===== src/hdl/fes_pkg.sv =====
// Package of offsets, field positions, command codes and reset values for the error-status block.
package fes_pkg;
	localparam int ADDR_W = 6;
	// Register indices; the byte address is four times the index.
	localparam logic [2:0] IDX_DATA_BUF = 3'h0;
	localparam logic [2:0] IDX_CUR_TRACK = 3'h1;
	localparam logic [2:0] IDX_COMMAND = 3'h2;
	localparam logic [2:0] IDX_SECTOR_ERR = 3'h4;
	localparam logic [2:0] IDX_GEN_COUNT = 3'h5;
	localparam logic [2:0] IDX_CHECK_CTRL = 3'h6;
	localparam logic [2:0] IDX_LOG_TRACK = 3'h7;
	// Error status bit positions.
	localparam int ERR_XFER = 0;
	localparam int ERR_CRC = 1;
	localparam int ERR_DMARK = 2;
	localparam int ERR_SECTOR = 3;
	localparam int ERR_SEEK = 4;
	localparam int ERR_FILE = 5;
	localparam int ERR_WRITE = 6;
	localparam int ERR_HARD = 7;
	// Check code control bit positions.
	localparam int CCR_ENABLE = 0;
	localparam int CCR_SHIFT = 1;
	// Drive pin positions in the synchroniser vector.
	localparam int PIN_READY = 0;
	localparam int PIN_PROTECT = 1;
	localparam int PIN_TRACK0 = 2;
	localparam int PIN_INDEX = 3;
	localparam int PIN_FILE = 4;
	localparam int PIN_N = 5;
	// Macro command codes in the low nibble of the command register.
	localparam logic [3:0] CMD_SEEK_HOME = 4'h2;
	localparam logic [3:0] CMD_SEEK = 4'h3;
	localparam logic [3:0] CMD_SINGLE_WRITE = 4'h5;
	localparam logic [3:0] CMD_DELETED_WRITE = 4'h7;
	localparam logic [3:0] CMD_FREE_READ = 4'ha;
	localparam logic [3:0] CMD_FREE_WRITE = 4'hb;
	localparam logic [3:0] CMD_MULTI_READ = 4'hc;
	localparam logic [3:0] CMD_MULTI_WRITE = 4'hd;
	// Search gives up after this many index pulses.
	localparam logic [1:0] SEARCH_REVS = 2'h3;
	// Check code polynomial x16+x12+x5+1, preset to all ones.
	localparam logic [15:0] CRC_POLY = 16'h1021;
	localparam logic [15:0] CRC_INIT = 16'hffff;
	localparam logic [7:0] ERR_RESET = 8'h00;
	localparam logic [1:0] RESP_OKAY = 2'h0;
	localparam logic [1:0] RESP_SLVERR = 2'h2;
	localparam logic [4:0] SHIFT_BYTE_BITS = 5'h08;
	localparam logic [4:0] SHIFT_CRC_BITS = 5'h10;
endpackage


===== src/hdl/fes_error_status.sv =====
// Error status, count and track registers with free-format check code control behind an AXI4-Lite slave.
//
// Register access over AXI4-Lite is this design's own decision.
`timescale 1ns/10ps
// Operation
// - Set CRC error when recovered check value differs, on ID or data field.
// - ID check failure sets CRC and sector bits; data failure sets CRC only.
// - Set data-mark-missing when no valid data mark found in sector.
// - Three index pulses without matching ID during search set sector-not-found.
// - Seek-home that never sees track zero sets seek error.
// - File-inoperable bit is not stored; live input read onto bus.
// - Reading error status with file-inoperable high pulses the clear output.
// - Write-protect high during a write command sets write error.
// - Ready falling while busy sets hard error.
// - Seek loads target into general count; end copies it into current track.
// - Multi-sector count is sectors minus one, decremented per sector.
// - Check code control acts only during free-format commands.
// - Free write accumulates from next buffer-to-shifter transfer until shift bit.
// - Free read accumulates bytes read until enable clears, then checks them.
// - Shift bit sends computed check value out serially; later bytes excluded.
// - Logical track written by software is compared with each ID track byte.
// - Logical track register is never changed by command execution.
// - Clearing error status also pulses the summary-error clear.
// - Target sector register is compared with each ID sector byte.
module fes_error_status
(
	input wire logic i_clk_sys, // System clock, 125 MHz.
	input wire logic i_reset, // Synchronous reset, active high.
	input wire logic [fes_pkg::ADDR_W-1:0] s_axi_awaddr, // Write address.
	input wire logic s_axi_awvalid, // Write address valid.
	output logic s_axi_awready, // Write address ready.
	input wire logic [31:0] s_axi_wdata, // Write data.
	input wire logic [3:0] s_axi_wstrb, // Write strobes.
	input wire logic s_axi_wvalid, // Write data valid.
	output logic s_axi_wready, // Write data ready.
	output logic [1:0] s_axi_bresp, // Write response.
	output logic s_axi_bvalid, // Write response valid.
	input wire logic s_axi_bready, // Write response ready.
	input wire logic [fes_pkg::ADDR_W-1:0] s_axi_araddr, // Read address.
	input wire logic s_axi_arvalid, // Read address valid.
	output logic s_axi_arready, // Read address ready.
	output logic [31:0] s_axi_rdata, // Read data.
	output logic [1:0] s_axi_rresp, // Read response.
	output logic s_axi_rvalid, // Read data valid.
	input wire logic s_axi_rready, // Read data ready.
	input wire logic i_ready, // Drive ready pin.
	input wire logic i_protect_in, // Write protect pin.
	input wire logic i_track_zero, // Track zero pin.
	input wire logic i_index, // Index pin.
	input wire logic i_file_fault_in, // File inoperable pin.
	output logic o_file_fault_clear_out, // File inoperable reset pulse.
	output logic o_write_serial_out, // Serial write data.
	input wire logic i_busy, // Sequencer executing a command.
	input wire logic i_cmd_end, // Pulse: command finished.
	input wire logic i_search_active, // Address search phase running.
	input wire logic i_id_valid, // Pulse: ID field decoded.
	input wire logic [6:0] i_id_track, // ID field track byte.
	input wire logic [4:0] i_id_sector, // ID field sector byte.
	input wire logic i_id_crc_ok, // ID field check passed.
	input wire logic i_data_crc_bad, // Pulse: data field check failed.
	input wire logic i_dmark_missing, // Pulse: no valid data mark.
	input wire logic i_xfer_error, // Pulse: buffer overrun or underflow.
	input wire logic i_sector_done, // Pulse: one sector transferred.
	input wire logic i_rx_valid, // Pulse: byte from input shifter.
	input wire logic [7:0] i_rx_byte, // Byte from input shifter.
	input wire logic i_shift_load, // Pulse: output shifter takes next byte.
	input wire logic i_bit_tick, // Enable: one serial bit time.
	output logic [7:0] o_command, // Command and masks register.
	output logic o_cmd_issue, // Pulse: command written.
	output logic o_dob_written, // Pulse: output buffer written.
	output logic o_dib_read, // Pulse: input buffer read.
	output logic o_sector_found, // Pulse: ID matched track and sector.
	output logic o_search_fail, // Pulse: search gave up.
	output logic o_summary_clear, // Pulse: clear summary error bit.
	output logic o_error_any, // Any latched error bit set.
	output logic [7:0] o_current_track, // Current head track.
	output logic [6:0] o_general_count // General count value.
);
	import fes_pkg::*;

	typedef struct packed {
		logic aw_got;
		logic [ADDR_W-1:0] aw_addr;
		logic w_got;
		logic [7:0] wdata;
		logic wen;
		logic bvalid;
		logic [1:0] bresp;
		logic rvalid;
		logic [7:0] rdata;
		logic [1:0] rresp;
		logic [7:0] dob;
		logic [7:0] dib;
		logic [7:0] track;
		logic [7:0] cmd;
		logic [4:0] sector;
		logic [6:0] count;
		logic [1:0] check_code_control;
		logic [6:0] ltrack;
		logic [7:0] err;
		logic [PIN_N-1:0] sy1;
		logic [PIN_N-1:0] sy2;
		logic [PIN_N-1:0] sy3;
		logic [PIN_N-1:0] pin;
		logic [1:0] revs;
		logic tz_seen;
		logic [15:0] crc;
		logic crc_on;
		logic [15:0] osr;
		logic [4:0] osr_cnt;
		logic ffc;
		logic sumclr;
		logic issue;
		logic dob_wr;
		logic dib_rd;
		logic found;
		logic fail;
	} fes_state_t;

	fes_state_t st_ff;
	fes_state_t nxt_st;

	function automatic logic [15:0] fes_crc_byte(input logic [15:0] c, input logic [7:0] d);
		logic [15:0] r;
		r = c;
		for (int i = 7; i >= 0; i--)
		begin
			r = (r[15] ^ d[i]) ? ((r << 1) ^ CRC_POLY) : (r << 1);
		end
		return r;
	endfunction

	logic aw_hs;
	logic w_hs;
	logic ar_hs;
	logic do_write;
	logic [ADDR_W-1:0] wr_addr;
	logic [2:0] wr_idx;
	logic [7:0] wr_data;
	logic [2:0] rd_idx;
	logic err_read;
	logic [7:0] err_set;
	logic [3:0] op;
	logic free_rd;
	logic free_wr;
	logic write_cmd;

	assign s_axi_awready = !st_ff.aw_got && !st_ff.bvalid;
	assign s_axi_wready = !st_ff.w_got && !st_ff.bvalid;
	assign s_axi_arready = !st_ff.rvalid;
	assign aw_hs = s_axi_awvalid && s_axi_awready;
	assign w_hs = s_axi_wvalid && s_axi_wready;
	assign ar_hs = s_axi_arvalid && s_axi_arready;
	assign do_write = (st_ff.aw_got || aw_hs) && (st_ff.w_got || w_hs);
	assign wr_addr = st_ff.aw_got ? st_ff.aw_addr : s_axi_awaddr;
	assign wr_idx = wr_addr[4:2];
	assign wr_data = st_ff.w_got ? st_ff.wdata : s_axi_wdata[7:0];
	assign rd_idx = s_axi_araddr[4:2];
	assign err_read = ar_hs && rd_idx == IDX_SECTOR_ERR && !s_axi_araddr[5];
	assign op = st_ff.cmd[3:0];
	// The check code control is masked for every other command.
	assign free_rd = i_busy && op == CMD_FREE_READ;
	assign free_wr = i_busy && op == CMD_FREE_WRITE;
	assign write_cmd = op == CMD_SINGLE_WRITE || op == CMD_DELETED_WRITE || op == CMD_MULTI_WRITE
		|| op == CMD_FREE_WRITE;

	always_comb
	begin
		nxt_st = st_ff;
		err_set = ERR_RESET;
		nxt_st.ffc = 1'b0;
		nxt_st.sumclr = 1'b0;
		nxt_st.issue = 1'b0;
		nxt_st.dob_wr = 1'b0;
		nxt_st.dib_rd = 1'b0;
		nxt_st.found = 1'b0;
		nxt_st.fail = 1'b0;
		// A pin change counts only once the second and third stages agree.
		nxt_st.sy1 = {i_file_fault_in, i_index, i_track_zero, i_protect_in, i_ready};
		nxt_st.sy2 = st_ff.sy1;
		nxt_st.sy3 = st_ff.sy2;
		for (int i = 0; i < PIN_N; i++)
			if (st_ff.sy2[i] == st_ff.sy3[i])
				nxt_st.pin[i] = st_ff.sy3[i];

		if (aw_hs)
		begin
			nxt_st.aw_got = 1'b1;
			nxt_st.aw_addr = s_axi_awaddr;
		end
		if (w_hs)
		begin
			nxt_st.w_got = 1'b1;
			nxt_st.wdata = s_axi_wdata[7:0];
			nxt_st.wen = s_axi_wstrb[0];
		end
		if (s_axi_bvalid && s_axi_bready)
			nxt_st.bvalid = 1'b0;
		if (s_axi_rvalid && s_axi_rready)
			nxt_st.rvalid = 1'b0;

		if (i_id_valid && !i_id_crc_ok)
		begin
			err_set[ERR_CRC] = 1'b1;
			err_set[ERR_SECTOR] = 1'b1;
		end
		if (i_data_crc_bad)
			err_set[ERR_CRC] = 1'b1;
		err_set[ERR_DMARK] = i_dmark_missing;
		err_set[ERR_XFER] = i_xfer_error;
		err_set[ERR_WRITE] = i_busy && write_cmd && st_ff.pin[PIN_PROTECT];
		err_set[ERR_HARD] = i_busy && st_ff.pin[PIN_READY] && !nxt_st.pin[PIN_READY];

		if (i_busy && st_ff.pin[PIN_TRACK0])
			nxt_st.tz_seen = 1'b1;
		// Index pulses are counted only while the sequencer searches.
		if (!i_search_active)
			nxt_st.revs = 2'h0;
		else if (i_id_valid && i_id_crc_ok && i_id_sector == st_ff.sector && i_id_track == st_ff.ltrack)
		begin
			nxt_st.found = 1'b1;
			nxt_st.revs = 2'h0;
		end
		else if (!st_ff.pin[PIN_INDEX] && nxt_st.pin[PIN_INDEX])
		begin
			if (st_ff.revs == SEARCH_REVS - 2'h1)
			begin
				err_set[ERR_SECTOR] = 1'b1;
				nxt_st.fail = 1'b1;
				nxt_st.revs = 2'h0;
			end
			else
				nxt_st.revs = st_ff.revs + 2'h1;
		end

		if (i_cmd_end && op == CMD_SEEK)
			nxt_st.track = {1'b0, st_ff.count};
		if (i_cmd_end && op == CMD_SEEK_HOME)
		begin
			err_set[ERR_SEEK] = !st_ff.tz_seen;
			nxt_st.track = st_ff.tz_seen ? 8'h00 : st_ff.track;
		end
		if (i_sector_done && (op == CMD_MULTI_READ || op == CMD_MULTI_WRITE))
			nxt_st.count = st_ff.count - 7'h01;

		if (i_rx_valid)
			nxt_st.dib = i_rx_byte;
		if (st_ff.osr_cnt != 5'h00 && i_bit_tick)
		begin
			nxt_st.osr = {st_ff.osr[14:0], 1'b0};
			nxt_st.osr_cnt = st_ff.osr_cnt - 5'h01;
		end
		if (i_shift_load)
		begin
			if (free_wr && st_ff.crc_on && st_ff.check_code_control[CCR_SHIFT])
			begin
				// Sending the check value ends accumulation for the rest of the command.
				nxt_st.osr = st_ff.crc;
				nxt_st.osr_cnt = SHIFT_CRC_BITS;
				nxt_st.crc_on = 1'b0;
			end
			else
			begin
				nxt_st.osr = {st_ff.dob, 8'h00};
				nxt_st.osr_cnt = SHIFT_BYTE_BITS;
				if (free_wr && st_ff.crc_on)
					nxt_st.crc = fes_crc_byte(st_ff.crc, st_ff.dob);
			end
		end

		if (ar_hs)
		begin
			nxt_st.rvalid = 1'b1;
			nxt_st.rresp = s_axi_araddr[5] ? RESP_SLVERR : RESP_OKAY;
			nxt_st.rdata = 8'h00;
			if (!s_axi_araddr[5])
			begin
				unique case (rd_idx)
					IDX_DATA_BUF:
					begin
						nxt_st.rdata = st_ff.dib;
						nxt_st.dib_rd = 1'b1;
						if (free_rd && st_ff.crc_on)
							nxt_st.crc = fes_crc_byte(st_ff.crc, st_ff.dib);
					end
					IDX_CUR_TRACK: nxt_st.rdata = st_ff.track;
					IDX_SECTOR_ERR:
					begin
						nxt_st.rdata = st_ff.err;
						nxt_st.rdata[ERR_FILE] = st_ff.pin[PIN_FILE];
						nxt_st.ffc = st_ff.pin[PIN_FILE];
						nxt_st.sumclr = 1'b1;
					end
					default: nxt_st.rdata = 8'h00;
				endcase
			end
		end

		if (do_write)
		begin
			nxt_st.aw_got = 1'b0;
			nxt_st.w_got = 1'b0;
			nxt_st.bvalid = 1'b1;
			nxt_st.bresp = wr_addr[5] ? RESP_SLVERR : RESP_OKAY;
			if (!wr_addr[5] && (st_ff.w_got ? st_ff.wen : s_axi_wstrb[0]))
			begin
				unique case (wr_idx)
					IDX_DATA_BUF:
					begin
						nxt_st.dob = wr_data;
						nxt_st.dob_wr = 1'b1;
					end
					IDX_CUR_TRACK: nxt_st.track = wr_data;
					IDX_COMMAND:
					begin
						nxt_st.cmd = wr_data;
						nxt_st.issue = 1'b1;
						nxt_st.tz_seen = 1'b0;
					end
					IDX_SECTOR_ERR: nxt_st.sector = wr_data[4:0];
					IDX_GEN_COUNT: nxt_st.count = wr_data[6:0];
					IDX_CHECK_CTRL:
					begin
						nxt_st.check_code_control = wr_data[1:0];
						if (wr_data[CCR_ENABLE] && !st_ff.check_code_control[CCR_ENABLE])
						begin
							nxt_st.crc = CRC_INIT;
							nxt_st.crc_on = 1'b1;
						end
						else if (!wr_data[CCR_ENABLE] && st_ff.check_code_control[CCR_ENABLE])
						begin
							nxt_st.crc_on = 1'b0;
							// Check bytes were accumulated too, so a good block leaves zero.
							err_set[ERR_CRC] = err_set[ERR_CRC] || (free_rd && st_ff.crc_on
								&& st_ff.crc != 16'h0000);
						end
					end
					IDX_LOG_TRACK: nxt_st.ltrack = wr_data[6:0];
					default: nxt_st.cmd = st_ff.cmd;
				endcase
			end
		end

		// A fresh error arriving in the read cycle survives the clear.
		nxt_st.err = ((err_read ? ERR_RESET : st_ff.err) | err_set) & ~(8'h01 << ERR_FILE);
	end

	always_ff @(posedge i_clk_sys)
	begin
		if (i_reset)
			st_ff <= '0;
		else
			st_ff <= nxt_st;
	end

	assign s_axi_bvalid = st_ff.bvalid;
	assign s_axi_bresp = st_ff.bresp;
	assign s_axi_rvalid = st_ff.rvalid;
	assign s_axi_rresp = st_ff.rresp;
	assign s_axi_rdata = {24'h000000, st_ff.rdata};
	assign o_file_fault_clear_out = st_ff.ffc;
	assign o_write_serial_out = st_ff.osr[15];
	assign o_command = st_ff.cmd;
	assign o_cmd_issue = st_ff.issue;
	assign o_dob_written = st_ff.dob_wr;
	assign o_dib_read = st_ff.dib_rd;
	assign o_sector_found = st_ff.found;
	assign o_search_fail = st_ff.fail;
	assign o_summary_clear = st_ff.sumclr;
	assign o_error_any = |st_ff.err;
	assign o_current_track = st_ff.track;
	assign o_general_count = st_ff.count;
endmodule


===== config.mk =====
export PLATFORM = sky130hd
export DESIGN_NAME = fes_error_status
export DESIGN_NICKNAME = d
export VERILOG_FILES = /design/src/hdl/fes_pkg.sv /design/src/hdl/fes_error_status.sv
export SDC_FILE = /design/constraint.sdc
export NUM_CORES = 1
export LEC_CHECK = 0
export ABC_CLOCK_PERIOD_IN_PS = 2080
export BUFFER_PORTS_ARGS = -buffer_cell sky130_fd_sc_hd__buf_4
export CORE_MARGIN = 5
export CORE_UTILIZATION = 50
export CTS_CLUSTER_SIZE = 8
export DETAILED_ROUTE_END_ITERATION = 10
export PLACE_DENSITY = 0.87
export SYNTH_ARGS = -nofsm -noshare
export SYNTH_HDL_FRONTEND = slang
export SYNTH_SLANG_ARGS = --single-unit

===== constraint.sdc =====
create_clock -name i_clk_sys -period 2.08 [get_ports i_clk_sys]
set_clock_uncertainty 0.05 [all_clocks]
set_input_delay 0.104 -clock i_clk_sys [delete_from_list [all_inputs] [get_ports i_clk_sys]]
set_output_delay 0.104 -clock i_clk_sys [all_outputs]
set_load 0.01 [all_outputs]

Word level (Yosys, flattened, before mapping)
Index checks and enable logic that the tools add are counted.
{"block": "totals", "output_inout_bits": 73, "wordCells": 256, "ff_bits": 160}
{"block": "op_classes", "n_addsub": 3, "n_reduce_logical": 72, "n_mux": 79, "bitwise_logic": 38, "n_eq_ne": 24}
{"op": "13-bit 2-to-1 mux", "count": 16}
{"op": "16-bit 2-to-1 mux", "count": 7}
{"op": "37-bit 2-to-1 mux", "count": 2}
{"op": "8-bit 2-to-1 mux", "count": 8}
{"op": "3-bit NOT", "count": 15}
{"op": "21-bit 2-to-1 mux", "count": 2}
{"op": "38-bit 2-to-1 mux", "count": 1}
{"op": "18-bit 2-to-1 mux", "count": 2}
{"op": "1-bit logical AND", "count": 33}
{"op": "1-bit 2-to-1 mux", "count": 27}
{"op": "8-bit case mux with 3 select lines", "count": 1}
{"op": "7-bit 2-to-1 mux", "count": 3}
{"op": "17-bit 2-to-1 mux", "count": 1}
{"op": "4-bit equality test (second input constant)", "count": 4}
{"op": "16-bit nonzero test", "count": 1}
{"op": "1-bit bitwise XOR", "count": 16}
{"op": "3-bit equality test (second input constant)", "count": 5}
{"op": "3-bit AND reduction", "count": 5}
{"op": "1-bit logical NOT", "count": 12}
{"op": "11-bit 2-to-1 mux", "count": 1}
{"op": "2-bit 2-to-1 mux", "count": 5}
{"op": "3-bit OR reduction", "count": 3}
{"op": "4-bit by 2-bit equality test with 1-bit output (second input constant)", "count": 2}
{"op": "4-bit by 3-bit equality test with 1-bit output (second input constant)", "count": 2}
{"op": "other kinds (21)", "count": 42}

Longest topological paths before layout
{"block": "depth", "word_depth": 27, "mapped_depth": 8, "depth_no_buf": 7}

Worst setup path before layout
No wires, ideal clock.
{"block": "synth_timing", "path_type": "reg-to-reg", "from": "register st_ff[7] (netlist name)", "to": "register st_ff, in the netlist o_write_serial_out", "n_path_buf": 1, "period_less_slack_ns": 1.945, "stages_incl_launch_ff": 9, "t_arrival_ns": 1.757, "slack_ns": 0.135, "path_cell_list": "dfxtp_1 -> inv_1 -> ha_1 -> inv_1 -> o41ai_2 -> buf_2 -> mux2_2 -> nor2_1 -> a211oi_1"}
{"block": "synth_via", "elab_chain_len": 3}
{"item": "start: declaration", "line_no": "fes_error_status.sv:120", "text": "fes_state_t st_ff;"}
{"item": "start signal: assignment", "line_no": "fes_error_status.sv:353", "text": "st_ff <= nxt_st;"}
{"item": "5-bit nonzero test", "line_no": "fes_error_status.sv:248", "text": "if (st_ff.osr_cnt != 5'h00 && i_bit_tick)"}
{"item": "1-bit logical AND", "line_no": "fes_error_status.sv:248"}
{"item": "2-bit nonzero test (no source line)"}
Every way passes these cells.
A chain may end at the register's enable or synchronous reset.

Final worst setup path
{"block": "layout_timing", "from": "input port s_axi_araddr[5] (netlist name)", "to": "register st_ff[39] (netlist name)"}
{"block": "layout_via", "elab_chain_len": 6}
{"item": "start: declaration", "line_no": "fes_error_status.sv:39", "text": "input wire logic [fes_pkg::ADDR_W-1:0] s_axi_araddr,"}
{"item": "16-bit 2-to-1 mux *", "line_no": "fes_error_status.sv:276", "text": "if (!s_axi_araddr[5])"}
{"item": "16-bit 2-to-1 mux *", "line_no": "fes_error_status.sv:271", "text": "if (ar_hs)"}
{"item": "16-bit 2-to-1 mux", "line_no": "fes_error_status.sv:325", "text": "if (wr_data[CCR_ENABLE] && !st_ff.check_code_control[CCR_ENABLE])"}
{"item": "17-bit 2-to-1 mux", "line_no": "fes_error_status.sv:307", "text": "unique case (wr_idx)"}
{"item": "18-bit 2-to-1 mux", "line_no": "fes_error_status.sv:305", "text": "if (!wr_addr[5] && (st_ff.w_got ? st_ff.wen : s_axi_wstrb[0]))"}
{"item": "18-bit 2-to-1 mux *", "line_no": "fes_error_status.sv:299", "text": "if (do_write)"}
Mark *: on every way between the ends. The rest lies on a longest branch, timed or not.

==> results.toml <==
[status]
status = "complete, no violations"

[logic_synthesis]
ys.flop_type = "dfxtp_1"
netlist_instances = 815
yosysSeqAreaShare_pct = 40.4
async_reset_ff_share_pct = 0
synth_area_mm2 = 0.00767
avgSynthCellArea_um2 = 9.42
synth_cell_types = 61
yosysWarnings = 0
synth_edf_count = 0
ys_ff_latch = 155

[layout]
area_growth_pct = 23.6
nNetsFinal = 1031
regArea_mm2 = 0.00310
final_cell_mix = "dfxtp_1 (154), buf_4 (138), nor2_1 (102), mux2i_1 (66), nand2_1 (50)"
diodes = 0
drive_gt1_share_pct = 23.1
fin_util_pct = 62.6
multi_input_area_mm2 = 0.00400
nFillCells = 1128
final_common_cell = "dfxtp_1"

[power_and_ir_drop]
power_mw = 7.00
p_leak_nw = 3.99
vdd_drop_max_mv = 0.522
p_per_area_mw_per_mm2 = 739

[sta]
tightest_slew_ns = 0.696
setup_viol = 0
fin_setup_tns_ns = 0
timing.slew.headroom_pct = 53.3
max_freq_ghz = 0.507
fin_crit_ns = 1.97
post-route-period-util_pct = 94.9
rsz0062_at_grt = "no"
hold_violations = 0
slew_viol_final = 0

[detailed_routing]
first_iter_violations = 508
drc = 0
vias = 6395
wl_per_cell_um = 17.6
dr.pass1.iters = 5
ant_nets = 0
wl_um = 20000
via_per_inst = 5.62

[flow_run]
maxCapViolations = 0

[placed_design]
hpwl_um = 13600
io_buffers = 107
gp_congestion = 0.928

[grt]
use_met3_pct = 6.94
grt_usage_pct = 22.3
grt_max_degree = 48
grt_pass1_wl_um = 31800
met1_usage_pct = 25.0
antenna_found_initial = 0
grt_pass1_vias = 6333
busiest_layer = "met2"
grt.overflow.total = 0
grt_util_met2_pct = 38.8

[cts]
clk_pin_slew_ns = 0.06
cts_tree = "built"
cts-root-buf = "clkbuf_16"
clock_latency_ns = 0.43
cts.sinks = 155
cts-buffers-inserted = 17
cts_htree_levels = 4
clk_path_buf_depth = 2

[critical_path]
critPathLaunchType = "input pin"
r2r_start = "st_ff[159]"
max_stage_delay_ns = 0.53
startpoint = "s_axi_araddr[5]"
cp_num_buf_inv = 3
cp_max_fo = 20
slowest_stage = "dlygate4sd3_1"
cp_data_required_time_ns = 2.33
cp-end-kind = "flop"
path_class = "in -> reg"
path_cells = "dlygate4sd3_1 > buf_4 > nor2_1 > or4b_4 > nor3_4 > buf_12 > mux2i_1 > a21oi_1"
critical-path-top-delay-family = "buffers and inverters"
worstPathArrival_ns = 2.22

[floorplan]
start_util_pct = 50.7
die_h_um = 134
die_area_mm2 = 0.0179
rows = 45
core_mm2 = 0.0151
die_x_um = 134
io_pins = 165

[hold_path]
min_from = "i_rx_valid"
hp-class = "in -> reg"
-- layer usage --
layer	wire length [µm]	up-vias
li1	-	3015
met1	7670	3055
met2	10100	261
met3	1530	64
met4	739	0
met5	0	-
-- tightest hold or removal path, stage by stage --
cell and delay (ns):
buf_4 0.17, mux2i_1 0.09, nor2_1 0.09
-- what timing repair did --
item                       in CTS  in global routing
hold buffers                   39                  1
setup endpoints to repair       0                 28
resized for setup               0                  7
hold endpoints to repair       48                  1
buffers inserted                0                  2
-- cells in the mapped netlist, types with 4 or more instances --
master / n / area, µm²
a22o_1: 8 / 70.1
buf_4: 60 / 450
xor2_1: 17 / 149
nand4_1: 6 / 37.5
a31oi_1: 5 / 31.3
a211o_1: 4 / 35.0
nor2b_1: 19 / 119
mux2i_1: 66 / 661
o21ai_0: 11 / 55.1
a21oi_1: 39 / 195
xor3_1: 4 / 95.1
o22ai_1: 6 / 37.5
dfxtp_1: 155 / 3100
a211oi_1: 32 / 240
buf_2: 10 / 50.1
nor2_1: 102 / 383
and2_1: 4 / 25.0
mux2_2: 27 / 304
xnor2_1: 41 / 359
nor4_1: 10 / 62.6
clkbuf_1: 29 / 109
nand2_1: 50 / 188
a22oi_1: 23 / 173
inv_1: 13 / 48.8
xnor3_1: 5 / 113
nand3_1: 6 / 30.0
nor3_1: 12 / 60.1
-- worst paths after layout --
kind	end	depth (start not counted)	slack [ns]
max reg2reg	o_general_count[1]	7	0.12
min	st_ff[116]	3	0.02
min reg2reg	nxt_st[57]	1	0.38
max	st_ff[39]	8	0.11
-- sequential cells by signal, indices dropped and copies added, names as in the netlist, 7 cells and up --
signal and cells:
st_ff 102, nxt_st 10, o_command 8, o_current_track 8, s_axi_rdata 8, o_general_count 7
-- through the flow --
step / cell area [µm²] / setup WS, ns / hold WS (ns) / instances
5_1_grt: 9490 / 0.0150 / 0.0238 / 1137
4_1_cts: 9430 / 0.0378 / 0.00242 / 1134
2_1_floorplan: 7770 / 0.135 / 0.171 / 840
3_5_place_dp: 8470 / 0.0803 / 0.274 / 1064
6_report: 9490 / 0.107 / 0.0199 / 1137
3_3_place_gp: 8470 / 0.127 / 0.267 / 1064
-- cells by family after synthesis --
group	Yosys count	synth area share, %
AO/OA/AOI/OAI	139	12.5
XOR/XNOR	70	9.96
adder cells (fa/ha/maj)	2	0.326
buffers and inverters	117	9.02
flip-flops	155	40.4
multiplexers	94	12.8
other	1	0.0489
AND/OR/NAND/NOR	237	14.9
-- power by group --
group / switching (mW) / internal (mW)
sequential: 0.0781 / 3.06
combinational: 0.450 / 0.411
clock: 1.25 / 1.75
total: 1.78 / 5.22
-- cell type report --
cell class / instances / area share (%)
clock buffer: 20 / 4.92
clock inverter: 11 / 1.16
inverter: 13 / 0.514
multi-input combinational: 568 / 42.2
sequential: 155 / 32.7
tap: 188 / 2.48
timing repair buffer: 182 / 16.0
Note: power is estimated with default switching activity, not from simulation.
